File: src/rtl/pcm_pkg.sv
// shared constants, modes and status carrier of the pll clock module
package pcm_pkg;

    localparam int          RATIO_W         = 4;      // ratio field width
    localparam int          PRESC_W         = 2;      // prescaler select width
    localparam int          PERIOD_W        = 16;     // measured osc period
    localparam int          LOCK_W          = 17;     // lock counter width
    localparam logic [3:0]  RATIO_RST       = 4'h0;   // bypass at reset
    localparam logic [3:0]  RATIO_MAX       = 4'hA;   // highest legal ratio
    localparam logic [1:0]  PRESC_RST       = 2'h0;   // divide-by-four
    localparam logic [1:0]  PRESC_DIV2      = 2'h2;   // divide-by-two code
    localparam logic [1:0]  PRESC_DIV1      = 2'h3;   // divide-by-one code
    localparam logic [1:0]  TERM_DIV4       = 2'h3;   // prescaler terminal /4
    localparam logic [1:0]  TERM_DIV2       = 2'h1;   // prescaler terminal /2
    localparam logic [1:0]  TERM_DIV1       = 2'h0;   // prescaler terminal /1
    // pll settling time counted in oscillator periods
    localparam int          LOCK_OSC_CYCLES = 131072;
    // clock rate and limp-mode target
    localparam int          CLK_SYS_KHZ     = 250000;
    localparam int          LIMP_KHZ        = 2500;   // typical 1..5 MHz
    localparam int          LIMP_DIV        = CLK_SYS_KHZ / LIMP_KHZ;
    localparam logic [7:0]  LIMP_TERM       = 8'(LIMP_DIV - 1);
    // idle clk_sys cycles before oscillator is declared missing
    localparam logic [15:0] MISS_CYCLES     = 16'h0100;

    // operating modes of the pll
    typedef enum logic [3:0] {
        ST_BYPASS = 4'b0001,    // pll running, not used
        ST_LOCK   = 4'b0010,    // bypassed while pll locks
        ST_ENABLE = 4'b0100,    // multiplied clock in use
        ST_OFF    = 4'b1000     // pll powered down
    } pcm_mode_t;

    // status bits seen by software
    typedef struct packed {
        logic pll_power_down_bit;   // pll held off
        logic pll_lock_flag;        // pll locked at current ratio
        logic missing_clock_flag;   // oscillator loss seen
        logic limp_active;          // cpu running on limp clock
    } pcm_status_t;

endpackage : pcm_pkg

File: src/rtl/pcm_osc_monitor.sv
// oscillator pin selection, synchroniser, period and loss detector
`timescale 1ns/100ps
module pcm_osc_monitor (
    input  wire logic                           clk_sys,
    input  wire logic                           srst,
    input  wire logic                           crystal_in_pin,
    input  wire logic                           ext_clock_pin,
    input  wire logic                           ext_clock_mode,
    output logic                                osc_rise,
    output logic [pcm_pkg::PERIOD_W-1:0]        osc_period,
    output logic                                osc_missing,
    output logic                                osc_seen
);
    import pcm_pkg::*;

    logic                osc_raw;       // selected input clock
    logic                sync1_q;       // first synchroniser stage
    logic                sync2_q;       // second synchroniser stage
    logic                sync3_q;       // edge history
    logic [PERIOD_W-1:0] idle_q;        // cycles since last edge
    logic [PERIOD_W-1:0] period_q;      // last full period
    logic                seen_q;        // oscillator ever toggled

    // external mode: the unused pin is tied low, so or the two
    assign osc_raw = ext_clock_mode ? (crystal_in_pin | ext_clock_pin)
                                    : crystal_in_pin;

    // two flops before anything looks at the pin
    always_ff @(posedge clk_sys) begin
        sync1_q <= osc_raw;
        sync2_q <= sync1_q;
        sync3_q <= sync2_q;
    end

    assign osc_rise    = sync2_q & ~sync3_q;
    assign osc_missing = (idle_q >= MISS_CYCLES);
    assign osc_period  = period_q;
    assign osc_seen    = seen_q;

    // period measurement, saturating so a dead clock cannot wrap
    always_ff @(posedge clk_sys) begin
        if (srst) begin
            idle_q   <= '0;
            period_q <= '1;
            seen_q   <= 1'b0;
        end else if (osc_rise) begin
            idle_q   <= '0;
            period_q <= idle_q + 16'h0001;
            seen_q   <= 1'b1;
        end else if (!osc_missing) begin
            idle_q   <= idle_q + 16'h0001;
        end
    end
endmodule : pcm_osc_monitor

File: src/rtl/pcm_pll_clock_module.sv
// pll mode control, clock multiplication, prescaler and limp fallback
`timescale 1ns/100ps
module pcm_pll_clock_module #(
    parameter int unsigned LOCK_OSC_CYCLES = pcm_pkg::LOCK_OSC_CYCLES
) (
    input  wire logic                           clk_sys,
    input  wire logic                           srst,
    input  wire logic                           crystal_in_pin,
    input  wire logic                           ext_clock_pin,
    input  wire logic                           ext_clock_mode,
    input  wire logic                           external_reset_pin_n,
    input  wire logic                           watchdog_reset,
    input  wire logic                           protected_write_gate,
    input  wire logic                           ratio_wr,
    input  wire logic [pcm_pkg::RATIO_W-1:0]    ratio_wdata,
    input  wire logic                           state_wr,
    input  wire logic [pcm_pkg::PRESC_W-1:0]    prescale_wdata,
    input  wire logic                           power_down_wdata,
    input  wire logic                           mclk_clear,
    output logic [pcm_pkg::RATIO_W-1:0]         pll_ratio_reg,
    output logic [pcm_pkg::PRESC_W-1:0]         cpu_clock_prescale_sel,
    output pcm_pkg::pcm_status_t                pll_state_reg,
    output logic                                cpu_clk_en,
    output logic                                system_clock_out_en,
    output logic                                device_reset_req,
    output logic                                watchdog_hold
);
    import pcm_pkg::*;

    // prescaler terminal count for a select code
    function automatic logic [1:0] presc_term(input logic [1:0] sel);
        unique case (sel)
            PRESC_DIV1: presc_term = TERM_DIV1;
            PRESC_DIV2: presc_term = TERM_DIV2;
            default:    presc_term = TERM_DIV4;    // codes 0 and 1
        endcase
    endfunction : presc_term

    // legal multiplier test, reserved codes fall back to bypass
    function automatic logic ratio_ok(input logic [3:0] r);
        ratio_ok = (r != RATIO_RST) && (r <= RATIO_MAX);
    endfunction : ratio_ok

    logic                osc_rise;       // oscillator rising edge
    logic [PERIOD_W-1:0] osc_period;     // oscillator period in cycles
    logic                osc_missing;    // oscillator idle too long
    logic                osc_seen;       // oscillator once present
    logic                xrs_s1_q;       // reset pin stage one
    logic                xrs_s2_q;       // reset pin stage two
    logic                reg_rst;        // register-domain reset
    logic [3:0]          ratio_q;        // multiplier register
    logic [1:0]          presc_q;        // prescaler select
    logic                pd_q;           // power-down bit
    logic                lock_q;         // lock flag
    logic                mflag_q;        // sticky missing flag
    pcm_mode_t           mode_q;         // current mode
    pcm_mode_t           mode_d;         // next mode
    logic [LOCK_W-1:0]   lock_cnt_q;     // osc periods since write
    logic                lock_done;      // settling time reached
    logic                ratio_acc;      // accepted ratio write
    logic [16:0]         acc_q;          // vco phase accumulator
    logic [16:0]         acc_sum;        // accumulator plus ratio
    logic                vco_tick;       // multiplied clock edge
    logic [7:0]          limp_cnt_q;     // limp divider
    logic                limp_tick;      // limp clock edge
    logic                limp_active;    // running on limp clock
    logic                limp_q;         // registered limp state
    logic                src_tick;       // edge entering prescaler
    logic [1:0]          div_cnt_q;      // prescaler counter
    logic                clk_en_q;       // registered cpu enable
    logic                fail_evt;       // onset of clock loss
    logic                rst_req_q;      // registered reset request

    pcm_osc_monitor u_osc (
        .clk_sys        (clk_sys),
        .srst           (srst),
        .crystal_in_pin (crystal_in_pin),
        .ext_clock_pin  (ext_clock_pin),
        .ext_clock_mode (ext_clock_mode),
        .osc_rise       (osc_rise),
        .osc_period     (osc_period),
        .osc_missing    (osc_missing),
        .osc_seen       (osc_seen)
    );

    // reset pin comes from outside, so synchronise it
    always_ff @(posedge clk_sys) begin
        xrs_s1_q <= external_reset_pin_n;
        xrs_s2_q <= xrs_s1_q;
    end

    // only pin, watchdog and power-on reach the registers
    assign reg_rst   = srst | ~xrs_s2_q | watchdog_reset;
    assign ratio_acc = ratio_wr & protected_write_gate;
    assign lock_done = osc_rise &&
                       (lock_cnt_q == LOCK_W'(LOCK_OSC_CYCLES - 1));

    // software registers; missing-clock reset leaves them alone
    always_ff @(posedge clk_sys) begin
        if (reg_rst) begin
            ratio_q <= RATIO_RST;
            presc_q <= PRESC_RST;
            pd_q    <= 1'b0;
        end else begin
            if (ratio_acc) ratio_q <= ratio_wdata;
            if (state_wr) begin
                presc_q <= prescale_wdata;
                pd_q    <= power_down_wdata;
            end
        end
    end

    // mode selection: a write drops to bypass until lock
    always_comb begin
        mode_d = mode_q;
        if (pd_q) begin
            mode_d = ST_OFF;
        end else if (!ratio_ok(ratio_q)) begin
            mode_d = ST_BYPASS;
        end else begin
            unique case (mode_q)
                ST_BYPASS: mode_d = ST_LOCK;
                ST_OFF:    mode_d = ST_LOCK;    // pll restarts
                ST_LOCK:   mode_d = lock_done ? ST_ENABLE : ST_LOCK;
                ST_ENABLE: mode_d = ST_ENABLE;
            endcase
        end
        if (ratio_acc && !pd_q) begin
            mode_d = ratio_ok(ratio_wdata) ? ST_LOCK : ST_BYPASS;
        end
    end

    // mode, lock counter and lock flag
    always_ff @(posedge clk_sys) begin
        if (reg_rst) begin
            mode_q     <= ST_BYPASS;
            lock_cnt_q <= '0;
            lock_q     <= 1'b0;
        end else begin
            mode_q <= mode_d;
            // a rewrite restarts settling at the new ratio
            if (ratio_acc || mode_d != ST_LOCK || mode_q != ST_LOCK) begin
                lock_cnt_q <= '0;
            end else if (osc_rise) begin
                lock_cnt_q <= lock_cnt_q + 17'h00001;
            end
            if (ratio_acc || pd_q) lock_q <= 1'b0;
            else if (lock_done && mode_q == ST_LOCK) lock_q <= 1'b1;
        end
    end

    // vco model: ratio edges per oscillator period, phase accumulator
    assign acc_sum  = acc_q + {13'h0000, ratio_q};
    assign vco_tick = (acc_sum >= {1'b0, osc_period});
    always_ff @(posedge clk_sys) begin
        if (srst) acc_q <= '0;
        else if (vco_tick) acc_q <= acc_sum - {1'b0, osc_period};
        else acc_q <= acc_sum;
    end

    // free-running limp oscillator stand-in
    assign limp_tick = (limp_cnt_q == LIMP_TERM);
    always_ff @(posedge clk_sys) begin
        if (srst || limp_tick) limp_cnt_q <= '0;
        else limp_cnt_q <= limp_cnt_q + 8'h01;
    end

    // limp only with the pll on and a clock once seen
    assign limp_active = osc_missing & osc_seen & (mode_q != ST_OFF);

    // source ahead of the prescaler; bypass and lock use the osc
    assign src_tick = limp_active          ? limp_tick :
                      (mode_q == ST_ENABLE) ? vco_tick  : osc_rise;

    // post-divider; cpu and system clock enables share it
    always_ff @(posedge clk_sys) begin
        if (srst) begin
            div_cnt_q <= '0;
            clk_en_q  <= 1'b0;
        end else begin
            clk_en_q <= src_tick && (div_cnt_q >= presc_term(presc_q));
            if (src_tick) begin
                if (div_cnt_q >= presc_term(presc_q)) div_cnt_q <= '0;
                else div_cnt_q <= div_cnt_q + 2'h1;
            end
        end
    end

    // clock-loss event: device reset and sticky flag, set wins
    assign fail_evt = limp_active & ~limp_q;
    always_ff @(posedge clk_sys) begin
        if (srst) begin
            limp_q    <= 1'b0;
            mflag_q   <= 1'b0;
            rst_req_q <= 1'b0;
        end else begin
            limp_q    <= limp_active;
            rst_req_q <= fail_evt;
            if (fail_evt) mflag_q <= 1'b1;
            else if (mclk_clear) mflag_q <= 1'b0;
        end
    end

    assign pll_ratio_reg          = ratio_q;
    assign cpu_clock_prescale_sel = presc_q;
    assign pll_state_reg          = '{pll_power_down_bit: pd_q,
                                      pll_lock_flag:      lock_q,
                                      missing_clock_flag: mflag_q,
                                      limp_active:        limp_q};
    assign cpu_clk_en             = clk_en_q;
    assign system_clock_out_en    = clk_en_q;
    assign device_reset_req       = rst_req_q;
    assign watchdog_hold          = limp_q;
endmodule : pcm_pll_clock_module

File: config.mk
export PLATFORM = sky130hd
export DESIGN_NAME = pcm_pll_clock_module
export DESIGN_NICKNAME = d
export VERILOG_FILES = /design/src/rtl/pcm_pkg.sv /design/src/rtl/pcm_osc_monitor.sv /design/src/rtl/pcm_pll_clock_module.sv
export SDC_FILE = /design/constraint.sdc
export NUM_CORES = 1
export LEC_CHECK = 0
export BUFFER_PORTS_ARGS = -buffer_cell sky130_fd_sc_hd__buf_2
export CAP_MARGIN = 30
export CORE_MARGIN = 5
export CORE_UTILIZATION = 60
export DETAILED_ROUTE_END_ITERATION = 10
export PLACE_DENSITY = 0.91
export SLEW_MARGIN = 20
export SYNTH_ARGS = -nofsm -noshare
export SYNTH_HDL_FRONTEND = slang
export SYNTH_SLANG_ARGS = --single-unit
File: constraint.sdc
create_clock -name clk_sys -period 8.7 [get_ports clk_sys]
set_input_delay 0.435 -clock clk_sys [delete_from_list [all_inputs] [get_ports clk_sys]]
set_output_delay 0.435 -clock clk_sys [all_outputs]
set_load 0.02 [all_outputs]
==> out/qor.yml <==
synth_top_cells_by_count: "dfxtp_1 (98), nor2_1 (80), nand2_1 (64)"
io_buffers: 31
routed_wl_um: 10500
yosysTopAreaCell: "dfxtp_1"
switching_power_mw: 0.210
clk_pin_slew_worst_paths_ns: 0.10
vias_per_cell: 5.75
slew_headroom_pct: 52.3
worstPathArrival_ns: 4.73
cts_setup_buffers: 0
synth.most_common_cell: "dfxtp_1"
syn_inst: 597
grt_usage_pct: 21.1
initial_utilization_pct: 62.1
rsz0062_at_grt: "false"
reg2reg_to: "acc_q[1]"
critPathRequiredTime_ns: 8.94
reg2reg_from: "pll_ratio_reg[0]"
io_pins: 32
dieArea_sq_um: 10500
synthArstFlopShare_pct: 0
crit_chain: "ha_1 -> fa_1 -> a21o_1 -> a21oi_1 -> or2_2 -> xnor2_1 -> ha_1 -> a21o_1 -> a21oi_1 -> clkinvlp_2 -> o311a_4 -> a211oi_4 -> buf_6 -> mux2i_1 -> nor2_1"
synth-edff-count: 0
fillerInstances: 621
drv_slew: 0
r2r_slack_ns: 4.21
ys_ff_latch: 98
synth_area_sq_um: 5150
hold_class: "input pin to register"
synth_top_area_share_pct: 38.1
period_needed_ns: 4.49
whs_path_depth: 1
antenna_found_initial: 0
cts_tree: "yes"
fin_nets: 666
grt_pass1_vias: 4144
die_x_um: 103
drc: 0
synth_cell_types: 64
worst_pin_slew_ns: 0.713
multi_input_area_sq_um: 2940
intPower_mw: 0.624
row_count: 33
worstSkewPairLatency_ns: 0.37
grt_overflow: 0
yosys_warnings: 0
ff2ff_path_depth: 15
reg.largest.list: "acc_q: 17 flops, lock_cnt_q: 17 flops"
p_comb_share_pct: 8.3
num_antenna_cells: 0
fmax_mhz: 223
leakage_nw: 2.49
hp-start: "external_reset_pin_n"
drive_above_1_share_pct: 11.1
status: "completed"
hold_end: "xrs_s1_q"
swShare_pct: 25.2
yosys_most_used_dff: "dfxtp_1"
avgSynthCellArea_sq_um: 8.63
worstSetupEndpointType: "register"
path_class: "register to register"
cts_resized: 0
area_growth_pct: 7.60
fin_setup_tns_ns: 0
pwr-share-seq_pct: 55.9
grt_max_degree: 40
p_total_mw: 0.834
placeableCoreArea_sq_um: 8300
max-cap-violations: 0
synth_nets: 644
cts_buffers: 9
grt_pass1_wl_um: 18100
irDropWorstVdd_uv: 140
seq_area_frac_synth_pct: 38.1
wl_per_cell_um: 14.3
regArea_sq_um: 1960
critPathMaxFanout: 16
clock_path_buffers: 2
drt_iter0_drc: 156
cts_root_buf: "clkbuf_8"
critPathMaxStageDelay_ns: 0.53
timing.final.hold_violations: 0
first_pass_iters: 5
die_h_um: 103
synth_area_leaders: "dfxtp_1 (38%), ha_1 (6.6%), xnor2_1 (6.1%), nor2_1 (5.8%), xor2_1 (5.1%)"
antenna_left: 0
h-tree-depth: 3
gp_congestion: 0.832
vias: 4191
fin_crit_sh_pct: 51.6
start_kind: "register"
hpwl_um: 7890
numClockSinks: 98
ctsHoldBuffers: 0
finalSetupViolCount: 0
powerDensity_nw_per_um2: 150
pwr-share-clk_pct: 35.8
fin_worst_skew_ns: 0.0195
crit_slowest_cell: "a211oi_4"
## cell families after synthesis
kind of cell | count (synthesis) | share of synthesized area (%)
adder cells (fa/ha/maj) | 29 | 7.33
multiplexers | 12 | 2.36
flip-flops | 98 | 38.1
AO/OA/AOI/OAI | 91 | 13.2
AND/OR/NAND/NOR | 244 | 22.8
buffers and inverters | 57 | 4.98
XOR/XNOR | 66 | 11.2
## layout make-up
type / instances / share of cell area [%]
Sequential cell: 98 / 35.4
Inverter: 34 / 2.46
Timing Repair Buffer: 34 / 3.27
Tap cell: 105 / 2.37
Clock buffer: 10 / 2.30
Multi-Input combinational cell: 442 / 52.9
Clock inverter: 6 / 1.29
## cells in the final DEF (no fill, tap or decap), types with 20 or more instances in the layout
| cell type | Yosys | layout |
|---|---|---|
| a21oi_1 | 29 | 29 |
| and3_1 | 20 | 20 |
| buf_2 | 0 | 31 |
| dfxtp_1 | 98 | 98 |
| ha_1 | 27 | 27 |
| inv_1 | 32 | 32 |
| nand2_1 | 64 | 64 |
| nand3_1 | 25 | 25 |
| nor2_1 | 80 | 80 |
| xnor2_1 | 36 | 36 |
| xor2_1 | 30 | 30 |
## critical path: cells and delay by family (launching register included)
family                   cells  cell delay, ns
XOR/XNOR                     1            0.15
AND/OR/NAND/NOR              2            0.27
buffers and inverters        2            0.44
multiplexers                 1            0.21
AO/OA/AOI/OAI                6            1.94
flip-flops                   1            0.36
adder cells (fa/ha/maj)      3            0.99
## per-layer routing
layer / track usage, % / wire (um) / part of all wire, %
met3: 3.92 / 304 / 2.9
met4: 7.16 / 119 / 1.1
met1: 24.5 / 4530 / 43
met2: 38.7 / 5500 / 53
met5: 0 / 0 / 0
## stage by stage
stage | area (sq um) | setup WS, ns | instances | utilization [%] | hold WS, ns
after floorplan | 5150 | 4.76 | 597 | - | 0.310
after global placement | 5340 | 4.24 | 712 | 64.3 | 0.313
after detailed placement | 5350 | 4.25 | 713 | 64.4 | 0.315
after CTS | 5550 | 4.22 | 729 | 66.8 | 0.155
after global routing | 5550 | 3.95 | 729 | 66.8 | 0.148
final | 5550 | 4.21 | 729 | 66.8 | 0.166
## how the worst max path moves through the flow
stage / cells past startpoint / endpoint / slack [ns] / start
3_3_place_gp: 15 / acc_q[2] / 4.24 / pll_ratio_reg[0]
6_report: 15 / acc_q[1] / 4.21 / pll_ratio_reg[0]
2_1_floorplan: 15 / div_cnt_q[1] / 4.76 / pll_ratio_reg[0]
5_1_grt: 16 / acc_q[4] / 3.95 / pll_ratio_reg[0]
4_1_cts: 15 / acc_q[1] / 4.22 / pll_ratio_reg[0]
3_5_place_dp: 15 / acc_q[1] / 4.25 / pll_ratio_reg[0]
## power by group through the flow
stage / Sequential [mW] / Combinational [mW] / Clock, mW
2_1_floorplan: 0.476 / 0.0517 / 0
3_3_place_gp: 0.476 / 0.0650 / 0
3_5_place_dp: 0.477 / 0.0685 / 0
4_1_cts: 0.466 / 0.0691 / 0.304
5_1_grt: 0.468 / 0.0776 / 0.323
6_report: 0.466 / 0.0691 / 0.298
Note: power is estimated with default switching activity, not from simulation.
